## config.mk

```make
export PLATFORM = sky130hd
export DESIGN_NAME = tcu_timer16
export DESIGN_NICKNAME = d
export VERILOG_FILES = /design/src/inc/tcu_pkg.sv /design/src/verilog/tcu_edge_detect.sv /design/src/verilog/tcu_sync_filter.sv /design/src/verilog/tcu_timer16.sv
export SDC_FILE = /design/constraint.sdc
export NUM_CORES = 1
export LEC_CHECK = 0
export ABC_AREA = 1
export CAP_MARGIN = 20
export CELL_PAD_IN_SITES_DETAIL_PLACEMENT = 1
export CELL_PAD_IN_SITES_GLOBAL_PLACEMENT = 1
export CORE_ASPECT_RATIO = 0.5
export CORE_MARGIN = 10
export CORE_UTILIZATION = 50
export CTS_CLUSTER_DIAMETER = 200
export CTS_CLUSTER_SIZE = 10
export DETAILED_ROUTE_END_ITERATION = 12
export DONT_BUFFER_PORTS = 1
export HOLD_SLACK_MARGIN = 0.1
export PLACE_DENSITY_LB_ADDON = 0.15
export SYNTH_ARGS = -nofsm -noshare
export SYNTH_HDL_FRONTEND = slang
export SYNTH_SLANG_ARGS = --single-unit
```

## constraint.sdc

```tcl
create_clock -name sys_clk -period 3.5 [get_ports sys_clk]
set_input_delay 0.7 -clock sys_clk [delete_from_list [all_inputs] [get_ports sys_clk]]
set_output_delay 0.7 -clock sys_clk [all_outputs]
set_load 0.02 [all_outputs]
```

## src/inc/tcu_pkg.sv

```systemverilog
/*
 Package for the 16-bit timer/counter with input capture: register
 locations, control field positions, mode codes and fixed top values.
 Assumes an 8-bit register port with one-cycle read and write strobes.
*/
package tcu_pkg;
	// Register locations on the 8-bit port
	localparam logic [3:0] ADDR_CTRL_A = 4'h0;
	localparam logic [3:0] ADDR_CTRL_B = 4'h1;
	localparam logic [3:0] ADDR_CNT_LO = 4'h2;
	localparam logic [3:0] ADDR_CNT_HI = 4'h3;
	localparam logic [3:0] ADDR_CAP_LO = 4'h4;
	localparam logic [3:0] ADDR_CAP_HI = 4'h5;
	localparam logic [3:0] ADDR_IRQ_MASK = 4'h6;
	localparam logic [3:0] ADDR_IRQ_FLAG = 4'h7;
	// control_reg_a: waveform_mode[1:0] in bits 1:0
	localparam int CA_WGM_LSB = 0;
	// control_reg_b fields
	localparam int CB_CS_LSB = 0;
	localparam int CB_WGM_LSB = 3;
	localparam int CB_EDGE_BIT = 6;
	localparam int CB_FILT_BIT = 7;
	// Flag and mask bit positions
	localparam int FLAG_OVF_BIT = 0;
	localparam int FLAG_CAP_BIT = 5;
	localparam logic [7:0] CTRL_RESET = 8'h00;
	localparam logic [15:0] BOTTOM_VAL = 16'h0000;
	localparam logic [15:0] MAX_VAL = 16'hffff;
	localparam logic [15:0] TOP_8BIT = 16'h00ff;
	localparam logic [15:0] TOP_9BIT = 16'h01ff;
	localparam logic [15:0] TOP_10BIT = 16'h03ff;
	localparam int FILTER_SAMPLES = 4;
	localparam int SYNC_STAGES = 2;
	localparam logic [2:0] CS_STOPPED = 3'h0;
	localparam logic [2:0] CS_EXT_FALL = 3'h6;
	localparam logic [2:0] CS_EXT_RISE = 3'h7;

	typedef enum logic [1:0] {
		TCU_TOP_MAX,
		TCU_TOP_FIXED,
		TCU_TOP_CAPTURE,
		TCU_TOP_COMPARE
	} tcu_topsrc_e;

	// Host register port request
	typedef struct packed {
		logic rd;
		logic wr;
		logic [3:0] addr;
		logic [7:0] wdata;
	} tcu_req_s;

	// Counter indications to flag logic
	typedef struct packed {
		logic at_top;
		logic at_bottom;
		logic at_max;
	} tcu_cnt_ind_s;
endpackage

```

## src/verilog/tcu_edge_detect.sv

```systemverilog
/*
 Edge detector: one-cycle pulse on the selected edge of a synchronous
 level. Assumes the input is already in the system clock domain.
*/
`timescale 1ns/1ps
`default_nettype none
module tcu_edge_detect (
	input wire logic sys_clk,
	input wire logic rstn,
	input wire logic din,
	input wire logic rise_sel,
	output logic edge_pulse
);
	logic prev_r;

	always_ff @(posedge sys_clk or negedge rstn) begin
		if (!rstn)
			prev_r <= 1'b0;
		else
			prev_r <= din;
	end

	assign edge_pulse = rise_sel ? (din & ~prev_r) : (~din & prev_r);
endmodule
`default_nettype wire

```

## src/verilog/tcu_sync_filter.sv

```systemverilog
/*
 Capture input conditioner: two-flop synchroniser then an optional
 four-sample majority-free agreement filter on the system clock.
 Assumes the input is an asynchronous level.
*/
`timescale 1ns/1ps
`default_nettype none
module tcu_sync_filter (
	input wire logic sys_clk,
	input wire logic rstn,
	input wire logic din,
	input wire logic filt_en,
	output logic dout
);
	logic meta_r;
	logic sync_r;
	// Older samples; the fourth is the current synchroniser output
	logic [tcu_pkg::FILTER_SAMPLES-2:0] hist_r;
	logic filt_r;

	always_ff @(posedge sys_clk or negedge rstn) begin
		if (!rstn) begin
			meta_r <= 1'b0;
			sync_r <= 1'b0;
		end else begin
			meta_r <= din;
			sync_r <= meta_r;
		end
	end

	always_ff @(posedge sys_clk or negedge rstn) begin
		if (!rstn) begin
			hist_r <= '0;
			filt_r <= 1'b0;
		end else begin
			hist_r <= {hist_r[tcu_pkg::FILTER_SAMPLES-3:0], sync_r};
			// Counting sync_r itself keeps the added delay at exactly four
			if (&{hist_r, sync_r})
				filt_r <= 1'b1;
			else if (~|{hist_r, sync_r})
				filt_r <= 1'b0;
		end
	end

	assign dout = filt_en ? filt_r : sync_r;
endmodule
`default_nettype wire

```

## src/verilog/tcu_timer16.sv

```systemverilog
/*
 16-bit up/down timer/counter with input capture, reached over an 8-bit
 register port with a shared high-byte staging register.
 Assumes a host that issues one-cycle rd/wr strobes synchronous to
 sys_clk, and a prescaler outside that supplies the tick enables.
*/
`timescale 1ns/1ps
`default_nettype none
module tcu_timer16 (
	input wire logic sys_clk,
	input wire logic rstn,
	input wire tcu_pkg::tcu_req_s host_req,
	output logic [7:0] host_rdata,
	input wire logic [6:0] presc_tick,
	input wire logic ext_clk_in,
	input wire logic capture_pin,
	input wire logic comparator_output,
	input wire logic capture_src_sel,
	input wire logic [15:0] compare_top,
	input wire logic overflow_ack,
	input wire logic capture_ack,
	output logic overflow_irq,
	output logic capture_irq,
	output logic at_top,
	output logic at_bottom
);
	logic [7:0] control_reg_a_r;
	logic [7:0] control_reg_b_r;
	logic [7:0] irq_mask_r;
	logic [7:0] staging_r;
	logic [15:0] count_value_r;
	logic [15:0] count_nxt;
	logic [15:0] capture_value_r;
	logic overflow_flag_r;
	logic capture_flag_r;
	logic count_down_r;
	logic ext_meta_r;
	logic ext_sync_r;
	logic ext_prev_r;
	logic [7:0] rdata_r;
	logic [3:0] waveform_mode;
	logic [2:0] clock_source_select;
	logic capture_filter_enable;
	logic edge_rise;
	logic timer_tick;
	logic ext_edge;
	tcu_pkg::tcu_topsrc_e top_src;
	logic [15:0] top_val;
	logic pwm_dual;
	logic clear_on_top;
	tcu_pkg::tcu_cnt_ind_s ind;
	logic cap_gate;
	logic cap_raw;
	logic cap_cond;
	logic cap_edge;
	logic capture_now;
	logic ovf_set;
	logic rd_cnt_lo;
	logic wr_cnt_lo;
	logic rd_cap_lo;
	logic wr_cap_lo;
	logic wr_hi;
	logic wr_flag;
	logic mode_cap_top;

	// Mode split over both control regs
	assign waveform_mode = {control_reg_b_r[tcu_pkg::CB_WGM_LSB+:2],
		control_reg_a_r[tcu_pkg::CA_WGM_LSB+:2]};
	assign clock_source_select = control_reg_b_r[tcu_pkg::CB_CS_LSB+:3];
	assign capture_filter_enable = control_reg_b_r[tcu_pkg::CB_FILT_BIT];
	assign edge_rise = control_reg_b_r[tcu_pkg::CB_EDGE_BIT];

	assign rd_cnt_lo = host_req.rd && host_req.addr == tcu_pkg::ADDR_CNT_LO;
	assign wr_cnt_lo = host_req.wr && host_req.addr == tcu_pkg::ADDR_CNT_LO;
	assign rd_cap_lo = host_req.rd && host_req.addr == tcu_pkg::ADDR_CAP_LO;
	assign wr_cap_lo = host_req.wr && host_req.addr == tcu_pkg::ADDR_CAP_LO;
	assign wr_hi = host_req.wr && (host_req.addr == tcu_pkg::ADDR_CNT_HI ||
		host_req.addr == tcu_pkg::ADDR_CAP_HI);
	assign wr_flag = host_req.wr && host_req.addr == tcu_pkg::ADDR_IRQ_FLAG;

	// Mode decode: top source, fixed top, dual-slope and clear-on-top
	always_comb begin
		top_src = tcu_pkg::TCU_TOP_MAX;
		top_val = tcu_pkg::MAX_VAL;
		pwm_dual = 1'b0;
		clear_on_top = 1'b0;
		unique case (waveform_mode)
			4'h0: top_src = tcu_pkg::TCU_TOP_MAX;
			4'h1, 4'h5: top_src = tcu_pkg::TCU_TOP_FIXED;
			4'h2, 4'h6: top_src = tcu_pkg::TCU_TOP_FIXED;
			4'h3, 4'h7: top_src = tcu_pkg::TCU_TOP_FIXED;
			4'h4, 4'hf, 4'h9, 4'hb: top_src = tcu_pkg::TCU_TOP_COMPARE;
			4'h8, 4'ha, 4'hc, 4'he: top_src = tcu_pkg::TCU_TOP_CAPTURE;
			default: top_src = tcu_pkg::TCU_TOP_MAX;
		endcase
		unique case (top_src)
			tcu_pkg::TCU_TOP_MAX: top_val = tcu_pkg::MAX_VAL;
			tcu_pkg::TCU_TOP_FIXED: begin
				if (waveform_mode[1:0] == 2'h1)
					top_val = tcu_pkg::TOP_8BIT;
				else if (waveform_mode[1:0] == 2'h2)
					top_val = tcu_pkg::TOP_9BIT;
				else
					top_val = tcu_pkg::TOP_10BIT;
			end
			tcu_pkg::TCU_TOP_CAPTURE: top_val = capture_value_r;
			tcu_pkg::TCU_TOP_COMPARE: top_val = compare_top;
		endcase
		pwm_dual = (waveform_mode inside {4'h1, 4'h2, 4'h3, 4'h8, 4'h9, 4'ha, 4'hb});
		clear_on_top = !pwm_dual && waveform_mode != 4'h0;
	end

	assign mode_cap_top = top_src == tcu_pkg::TCU_TOP_CAPTURE;

	assign ind.at_top = count_value_r == top_val;
	assign ind.at_bottom = count_value_r == tcu_pkg::BOTTOM_VAL;
	assign ind.at_max = count_value_r == tcu_pkg::MAX_VAL;
	assign at_top = ind.at_top;
	assign at_bottom = ind.at_bottom;

	// External clock pin: synchronised then edge-detected
	always_ff @(posedge sys_clk or negedge rstn) begin
		if (!rstn) begin
			ext_meta_r <= 1'b0;
			ext_sync_r <= 1'b0;
			ext_prev_r <= 1'b0;
		end else begin
			ext_meta_r <= ext_clk_in;
			ext_sync_r <= ext_meta_r;
			ext_prev_r <= ext_sync_r;
		end
	end

	always_comb begin
		ext_edge = 1'b0;
		timer_tick = 1'b0;
		if (clock_source_select == tcu_pkg::CS_EXT_FALL)
			ext_edge = ext_prev_r & ~ext_sync_r;
		else if (clock_source_select == tcu_pkg::CS_EXT_RISE)
			ext_edge = ~ext_prev_r & ext_sync_r;
		if (clock_source_select == tcu_pkg::CS_STOPPED)
			timer_tick = 1'b0;
		else if (clock_source_select >= tcu_pkg::CS_EXT_FALL)
			timer_tick = ext_edge;
		else
			timer_tick = presc_tick[clock_source_select];
	end

	// Clear, increment or decrement per mode
	always_comb begin
		count_nxt = count_value_r;
		if (pwm_dual) begin
			if (count_down_r)
				count_nxt = count_value_r - 16'h0001;
			else
				count_nxt = count_value_r + 16'h0001;
			if (ind.at_top && !ind.at_bottom)
				count_nxt = count_value_r - 16'h0001;
			else if (ind.at_bottom)
				count_nxt = count_value_r + 16'h0001;
		end else if (clear_on_top && ind.at_top) begin
			count_nxt = tcu_pkg::BOTTOM_VAL;
		end else begin
			count_nxt = count_value_r + 16'h0001;
		end
	end

	always_ff @(posedge sys_clk or negedge rstn) begin
		if (!rstn)
			count_value_r <= tcu_pkg::BOTTOM_VAL;
		else if (wr_cnt_lo)
			count_value_r <= {staging_r, host_req.wdata};
		else if (timer_tick)
			count_value_r <= count_nxt;
	end

	// Direction for dual-slope modes
	always_ff @(posedge sys_clk or negedge rstn) begin
		if (!rstn)
			count_down_r <= 1'b0;
		else if (!pwm_dual)
			count_down_r <= 1'b0;
		else if (timer_tick && !wr_cnt_lo) begin
			if (ind.at_top)
				count_down_r <= 1'b1;
			else if (ind.at_bottom)
				count_down_r <= 1'b0;
		end
	end

	// Staging byte shared by both 16-bit registers
	always_ff @(posedge sys_clk or negedge rstn) begin
		if (!rstn)
			staging_r <= 8'h00;
		else if (rd_cnt_lo)
			staging_r <= count_value_r[15:8];
		else if (rd_cap_lo)
			staging_r <= capture_value_r[15:8];
		else if (wr_hi)
			staging_r <= host_req.wdata;
	end

	always_ff @(posedge sys_clk or negedge rstn) begin
		if (!rstn) begin
			control_reg_a_r <= tcu_pkg::CTRL_RESET;
			control_reg_b_r <= tcu_pkg::CTRL_RESET;
			irq_mask_r <= tcu_pkg::CTRL_RESET;
		end else if (host_req.wr) begin
			if (host_req.addr == tcu_pkg::ADDR_CTRL_A)
				control_reg_a_r <= host_req.wdata;
			if (host_req.addr == tcu_pkg::ADDR_CTRL_B)
				control_reg_b_r <= host_req.wdata;
			if (host_req.addr == tcu_pkg::ADDR_IRQ_MASK)
				irq_mask_r <= host_req.wdata;
		end
	end

	// Capture path; comparator is already synchronous, still conditioned
	// Pin or comparator as trigger source
	// Software-driven pin level is seen here
	assign cap_raw = capture_src_sel ? comparator_output : capture_pin;

	// Input gated off in capture-as-top modes
	assign cap_gate = !mode_cap_top;

	tcu_sync_filter u_filter (
		.sys_clk(sys_clk),
		.rstn(rstn),
		.din(cap_raw),
		.filt_en(capture_filter_enable),
		.dout(cap_cond)
	);

	tcu_edge_detect u_edge (
		.sys_clk(sys_clk),
		.rstn(rstn),
		.din(cap_cond),
		.rise_sel(edge_rise),
		.edge_pulse(cap_edge)
	);

	assign capture_now = cap_edge && cap_gate;

	// Host writes only in capture-as-top modes
	always_ff @(posedge sys_clk or negedge rstn) begin
		if (!rstn)
			capture_value_r <= tcu_pkg::BOTTOM_VAL;
		else if (wr_cap_lo && mode_cap_top)
			capture_value_r <= {staging_r, host_req.wdata};
		else if (capture_now)
			capture_value_r <= count_value_r;
	end

	// Overflow at max, top or bottom per mode
	always_comb begin
		ovf_set = 1'b0;
		if (timer_tick && !wr_cnt_lo) begin
			if (pwm_dual)
				ovf_set = ind.at_bottom;
			else if (clear_on_top)
				ovf_set = ind.at_top;
			else
				ovf_set = ind.at_max;
		end
	end

	// Set wins over clear for both flags
	always_ff @(posedge sys_clk or negedge rstn) begin
		if (!rstn) begin
			overflow_flag_r <= 1'b0;
			capture_flag_r <= 1'b0;
		end else begin
			if (ovf_set)
				overflow_flag_r <= 1'b1;
			else if (overflow_ack || (wr_flag && host_req.wdata[tcu_pkg::FLAG_OVF_BIT]))
				overflow_flag_r <= 1'b0;
			if (capture_now)
				capture_flag_r <= 1'b1;
			else if (capture_ack || (wr_flag && host_req.wdata[tcu_pkg::FLAG_CAP_BIT]))
				capture_flag_r <= 1'b0;
		end
	end

	assign overflow_irq = overflow_flag_r && irq_mask_r[tcu_pkg::FLAG_OVF_BIT];
	assign capture_irq = capture_flag_r && irq_mask_r[tcu_pkg::FLAG_CAP_BIT];

	always_ff @(posedge sys_clk or negedge rstn) begin
		if (!rstn)
			rdata_r <= 8'h00;
		else if (host_req.rd) begin
			unique case (host_req.addr)
				tcu_pkg::ADDR_CTRL_A: rdata_r <= control_reg_a_r;
				tcu_pkg::ADDR_CTRL_B: rdata_r <= control_reg_b_r;
				tcu_pkg::ADDR_CNT_LO: rdata_r <= count_value_r[7:0];
				tcu_pkg::ADDR_CNT_HI: rdata_r <= staging_r;
				tcu_pkg::ADDR_CAP_LO: rdata_r <= capture_value_r[7:0];
				tcu_pkg::ADDR_CAP_HI: rdata_r <= staging_r;
				tcu_pkg::ADDR_IRQ_MASK: rdata_r <= irq_mask_r;
				tcu_pkg::ADDR_IRQ_FLAG: rdata_r <= {2'b00, capture_flag_r, 4'h0,
					overflow_flag_r};
				default: rdata_r <= 8'h00;
			endcase
		end
	end

	assign host_rdata = rdata_r;
endmodule
`default_nettype wire
```

* After elaboration in Yosys (flattened, before gate mapping)
Memories as Yosys holds them, arrays and structs flattened.
Index checks and enable logic that the tools add are counted.
** Word-level totals
- Register bits after elaboration :: 85
- Latch bits :: 0
- RAM bits :: 0
- Bits in read-only memories :: 32
- Bits of input ports :: 45
- Memories :: 1
** Memory list
- (no name shown) :: words 16, bits a word 2, rd ports 1, clocked after memory_dff 0, wr ports 0, RTL line tcu_timer16.sv:87 : unique case (waveform_mode)
** Operators by class
- $add $sub $neg :: 2
- Multipliers :: 0
- Div/mod/pow operators :: 0
- Order comparisons :: 2
- Eq/ne operators :: 26
- Shift operators :: 0
- Mux-type cells :: 38
- Bitwise gates (word level) :: 8
- Reduce and logical (&&, ||, !) cells :: 41
** Operator list (number)
- $mux W16 :: 10
- $pmux W16 S4 :: 1
- $pmux W8 S7 :: 1
- $mux W8 :: 3
- $mux W1 :: 21
- $add A16 B1 Y16 const B :: 1
- $eq A16 B16 Y1 :: 1
- $eq A16 B16 Y1 const B :: 1
- $eq A4 B2 Y1 const B :: 4
- $eq A4 B3 Y1 const B :: 4
- $eq A4 B4 Y1 const B :: 4
- $logic_and A1 B1 Y1 :: 16
- $logic_not A16 Y1 :: 1
- $sub A16 B1 Y16 const B :: 1
- $mux W10 :: 1
- $eq A4 B1 Y1 const B :: 2
- $reduce_and A2 Y1 :: 4
- $reduce_bool A2 Y1 :: 4
- $reduce_bool A7 Y1 :: 1
- $eq A2 B2 Y1 const B :: 3
- $eq A3 B3 Y1 const B :: 2
- $and A1 B1 Y1 :: 4
- $eq A2 B1 Y1 const B :: 2
- $logic_not A1 Y1 :: 4
- other kinds (15) :: 21

* Longest topological paths before layout
- Depth in word-level cells :: 10
- Gate-level depth with buffers :: 21
- Mapped depth without buffers :: 20

* By module
Synthesis repeated with hierarchy kept, for this count alone.
** Second synthesis, totals
- Cells, all modules :: 901
- Area total of the unflattened synthesis :: 6195.9 um^2
** By module, submodules not included
- tcu_timer16 :: instances 1, cells an instance 879, area an instance 5958.2 um^2
- tcu_sync_filter :: instances 1, cells an instance 15, area an instance 187.7 um^2
- tcu_edge_detect :: instances 1, cells an instance 7, area an instance 50.0 um^2

* Worst setup path after synthesis
OpenSTA, ideal clock, no wires.
- Path kind :: reg-to-output
- From :: register control_reg_a_r[0]
- To :: output port at_top
- Data arrival time :: 1.990 ns
- Required time :: 2.800 ns
- Setup slack :: 0.810 ns
- Cell stages (with the launch flop) :: 16
- Buffers on the path :: 1
- Cell sequence :: dfrtp_1 -> inv_1 -> ha_1 -> nand3_1 -> nand2_4 -> buf_6 -> nand2_1 -> nand2_1 -> nand2_1 -> nand2_1 -> nand2_1 -> nor2_1 -> nand2_2 -> nor2_8 -> nand2_1 -> inv_1
** On the way
- Longest elaborated chain between the ends :: 5
- Elaborated cells between the ends (all ways) :: 11
- Classes of those cells :: eq/ne: 6; mux: 3; reduce/logical: 1; memory: 1
** Ends and longest elaborated chain
- from (decl) :: RTL line tcu_timer16.sv:27 : logic [7:0] control_reg_a_r;
- from (signal assigned) :: RTL line tcu_timer16.sv:205 : control_reg_a_r <= tcu_pkg::CTRL_RESET;
- from (signal assigned) :: RTL line tcu_timer16.sv:210 : control_reg_a_r <= host_req.wdata;
- branches (longest 3 deep; another with $mem_v2 Z16 W2)
- $pmux W16 S4 * :: RTL line tcu_timer16.sv:96 : unique case (top_src)
- $eq A16 B16 Y1 * :: RTL line tcu_timer16.sv:115 : assign ind.at_top = count_value_r == top_val;
- to (decl) :: RTL line tcu_timer16.sv:24 : output logic at_top,
Every way passes the cells marked *.

* Worst setup path after layout
Same ends and word-level chain as after synthesis.

==> impl_results.md <==
- Run status: complete, no violations
- Antenna Diode Count: 0
- Vias per cell: 6.25
- CP endpoint kind: primary output
- Compound-Gate Fraction of Synth Area: 14.5%
- DRC viols: 0
- Distinct cells, synth: 42
- Hold Path Class: in -> async
- Share of cells above drive strength 1: 8.31%
- H-tree levels: 3
- Terminus of the critical flop-to-flop path: overflow_flag_r
- Drt first pass iters: 5
- P&R area growth vs syn: 7.86%
- EDFF count, synth: 0
- Post-synthesis sequential area ratio: 34.1%
- Arr. time, crit path: 2.70 ns
- DR iter-0 viols: 746
- Most used cell, CP: nand2_1
- Pwr/cell area: 758 nW/um^2
- Pleak: 3.36 nW
- Clock power share: 19.8%
- Reg area: 2130 sq um
- IO Pins: 57
- Final period utilization: 97.1%
- Yosys warnings: 0
- Switch Pwr: 0.00255 W
- Mean Syn Cell Area: 6.85 sq um
- Nets@finish: 952
- Critical Path RT: 2.80 ns
- Port Buffers: 0
- CP max stage cell: dfrtp_1
- First-pass GRT wire length: 37,400 microns
- Final hold slack: 0.262 ns
- Post-route ant nets: 0
- Type of element launching the critical path: flop
- GRT Total Usage: 26.8%
- Initial Util: 51.9%
- Full die area: 17,600 sq um
- Cells after Synth: 911
- Max-cap violations: 0
- Final setup margin: 0.101 ns
- Vias: 6,674
- Comb pwr share: 48.4%
- Slew Limit Fails: 0
- Chip Height: 99.0 microns
- Max Clk Rate: 294 MHz
- Seq cells post-synth: 85
- Synth async-reset ratio: 100%
- RePlAce Congestion: 0.910
- Post-route minimum period: 3.40 ns
- R2R depth: 17
- Post-CTS Setup Bufs: 0
- Filler cells: 1,615
- Dpl ws: 0.272 ns
- Tightest Pin Transition: 1.07 ns
- Setup violations, final: 0
- Delay of the slowest cell on the worst path: 0.48 ns
- Multi-input gate area: 3530 sq um
- Adder-cell share of the synthesized area: 1.60%
- Sink Count: 85
- Critical path peak fanout: 18
- CTS root buf: clkbuf_16
- Clk pin slew, worst setup/hold paths: 0.07 ns
- Num CTS Buffers: 9
- Flop-to-flop setup slack: 0.46 ns
- Final hold viol count: 0
- Seq pwr share: 31.7%
- Total routed wirelength: 24,200 microns
- GRT overflow: 0
- Origin of the critical flop-to-flop path: control_reg_a_r[1]
- Setup Skew: 0.0110 ns
- Clk Latency, worst-skew pair: 0.35 ns
- Chip Width: 178 microns
- Cell-internal power: 0.00256 W
- Maximum vdd drop: 0.290 mV
- Vias in the first global route: 6,769
- Row cnt: 28
- Clock Path Buffers: 2
- Top FF cell, synth: dfrtp_1
- Mux contribution to synthesized area: 1.78%
- Switch share: 49.9%
- Main combinational cell family by area after synthesis: simple AND/OR/NAND/NOR gates
- CP cell instances: inv_1 -> ha_2 -> nand3_4 -> nand2_8 -> or2_1 -> nand3_1 -> nand2_1 -> nand2_1 -> nor2_1 -> nand2_1 -> nor2_8 -> nand2_1 -> inv_2
- Core area: 12,000 sq um
- Antenna violations before repair: 0
- Post-Synthesis Cell Area: 6240 sq um
- Rel. slew slack: 28.4%
- Pin count of the biggest net entering global routing: 86
- CTS tree: done
- Post-DP HPWL: 17,600 microns
- CP Class: reg -> out
- WL/cell: 22.6 microns
- Syn Nets: 964
- Post-Synth XOR/XNOR Area: 2.53%
- Post-Synth Simple-Gate Area: 35.1%
[per-stage QoR]
step	setup TNS, ns	cells	instance area [sq um]	power, W	util, %
2_1_floorplan	0	911	6240	0.00324	-
3_3_place_gp	0	1051	6350	0.00380	52.8
3_5_place_dp	0	1051	6350	0.00392	52.8
4_1_cts	0	1067	6680	0.00498	55.6
5_1_grt	-0.00644	1068	6730	0.00544	56.0
6_report	0	1068	6730	0.00510	56.0
[sequential cells by signal (all words and copies together), names as in the netlist, 3 cells and up]
signal,flops
control_reg_b_r,8
irq_mask_r,8
u_filter.hist_r,3
control_reg_a_r,8
count_value_r,16
host_rdata,8
capture_value_r,16
staging_r,8
[layout by cell type, fill, tap and decap left out, types with 3 or more instances in the layout]
cell type  count
clkbuf_16      9
nand4_1       31
o22ai_1       25
inv_1        116
xor2_1        15
inv_2          5
o21ai_0       61
o31ai_1        5
nand2_2        7
nand3_1       69
nor3_1        10
dfrtp_1       85
a21oi_1       16
mux2_2         9
nor2_1        56
inv_6          3
nand2_1      281
ha_1           6
buf_4         12
o221ai_1      20
a221oi_1       5
xnor2_1        3
o211ai_1       6
nand2_8        3
nand3_2       10
nor4_1         3
[area by class of cell]
class | count | area share (%)
multi-input combinational | 668 | 52.4
sequential | 85 | 31.6
inverter | 122 | 6.80
clock buffer | 9 | 3.35
tap | 165 | 3.07
timing repair buffer | 13 | 1.75
clock inverter | 6 | 1.02
[worst max path at each step]
stage,end,slack [ns],start
finish,at_top,0.10,control_reg_a_r[0]
global route,at_top,-0.006,control_reg_a_r[0]
CTS,at_top,0.009,control_reg_a_r[1]
detailed placement,at_top,0.27,control_reg_a_r[0]
global placement,at_top,0.36,control_reg_a_r[0]
floorplan,at_top,0.81,control_reg_a_r[0]
[Yosys cell counts, types with 7 or more instances]
| cell type | n | share of area [%] |
|---|---|---|
| o22ai_1 | 25 | 2.5 |
| nor2_1 | 56 | 3.4 |
| nand2_2 | 7 | 0.70 |
| inv_1 | 118 | 7.1 |
| dfrtp_1 | 85 | 34 |
| nand3_1 | 70 | 5.6 |
| a21oi_1 | 16 | 1.3 |
| nand3_2 | 10 | 1.6 |
| mux2_2 | 9 | 1.6 |
| nand4_1 | 31 | 3.1 |
| o21ai_0 | 61 | 4.9 |
| xor2_1 | 15 | 2.1 |
| nand2_1 | 282 | 17 |
| clkbuf_1 | 25 | 1.5 |
| nor3_1 | 10 | 0.80 |
| ha_1 | 8 | 1.6 |
| o221ai_1 | 20 | 2.8 |
[critical path: cells and delay by family (launching register included)]
family                     cells  cell delay [ns]
DFF                            1             0.48
adders and majority gates      1             0.24
and+or+nand+nor               10             1.34
buffers and inverters          2             0.27
[cells by family (layout without fill, tap and decap cells)]
kind of cell / Yosys count / after routing
compound gates: 147 / 147
xor+xnor: 18 / 18
fa+ha+maj: 8 / 8
buf+inv: 159 / 150
flops: 85 / 85
mux: 10 / 10
simple gates: 484 / 485
[what timing repair did]
action                                 4_1_cts  5_1_grt
setup endpoints to repair                    1        1
gates cloned                                 0        1
hold buffers                                 1        0
pin swaps                                    0        1
endpoints found under the hold margin       85        0
resized for setup                            2        9
[metal layers]
metal	wire, microns	up-vias	track usage (%)
met3	2530	56	7.35
li1	-	2989	-
met2	10700	318	41.2
met1	10400	3311	35.6
met4	550	0	8.98
met5	0	-	0
[power groups by stage]
stage	Clock [W]	Combinational [W]	Sequential, W
4_1_cts	0.00101	0.00238	0.00160
3_3_place_gp	0	0.00221	0.00159
2_1_floorplan	0	0.00184	0.00140
5_1_grt	0.00106	0.00274	0.00165
6_report	0.00101	0.00247	0.00162
3_5_place_dp	0	0.00232	0.00161
No activity file was read; power rests on OpenSTA's default activity.
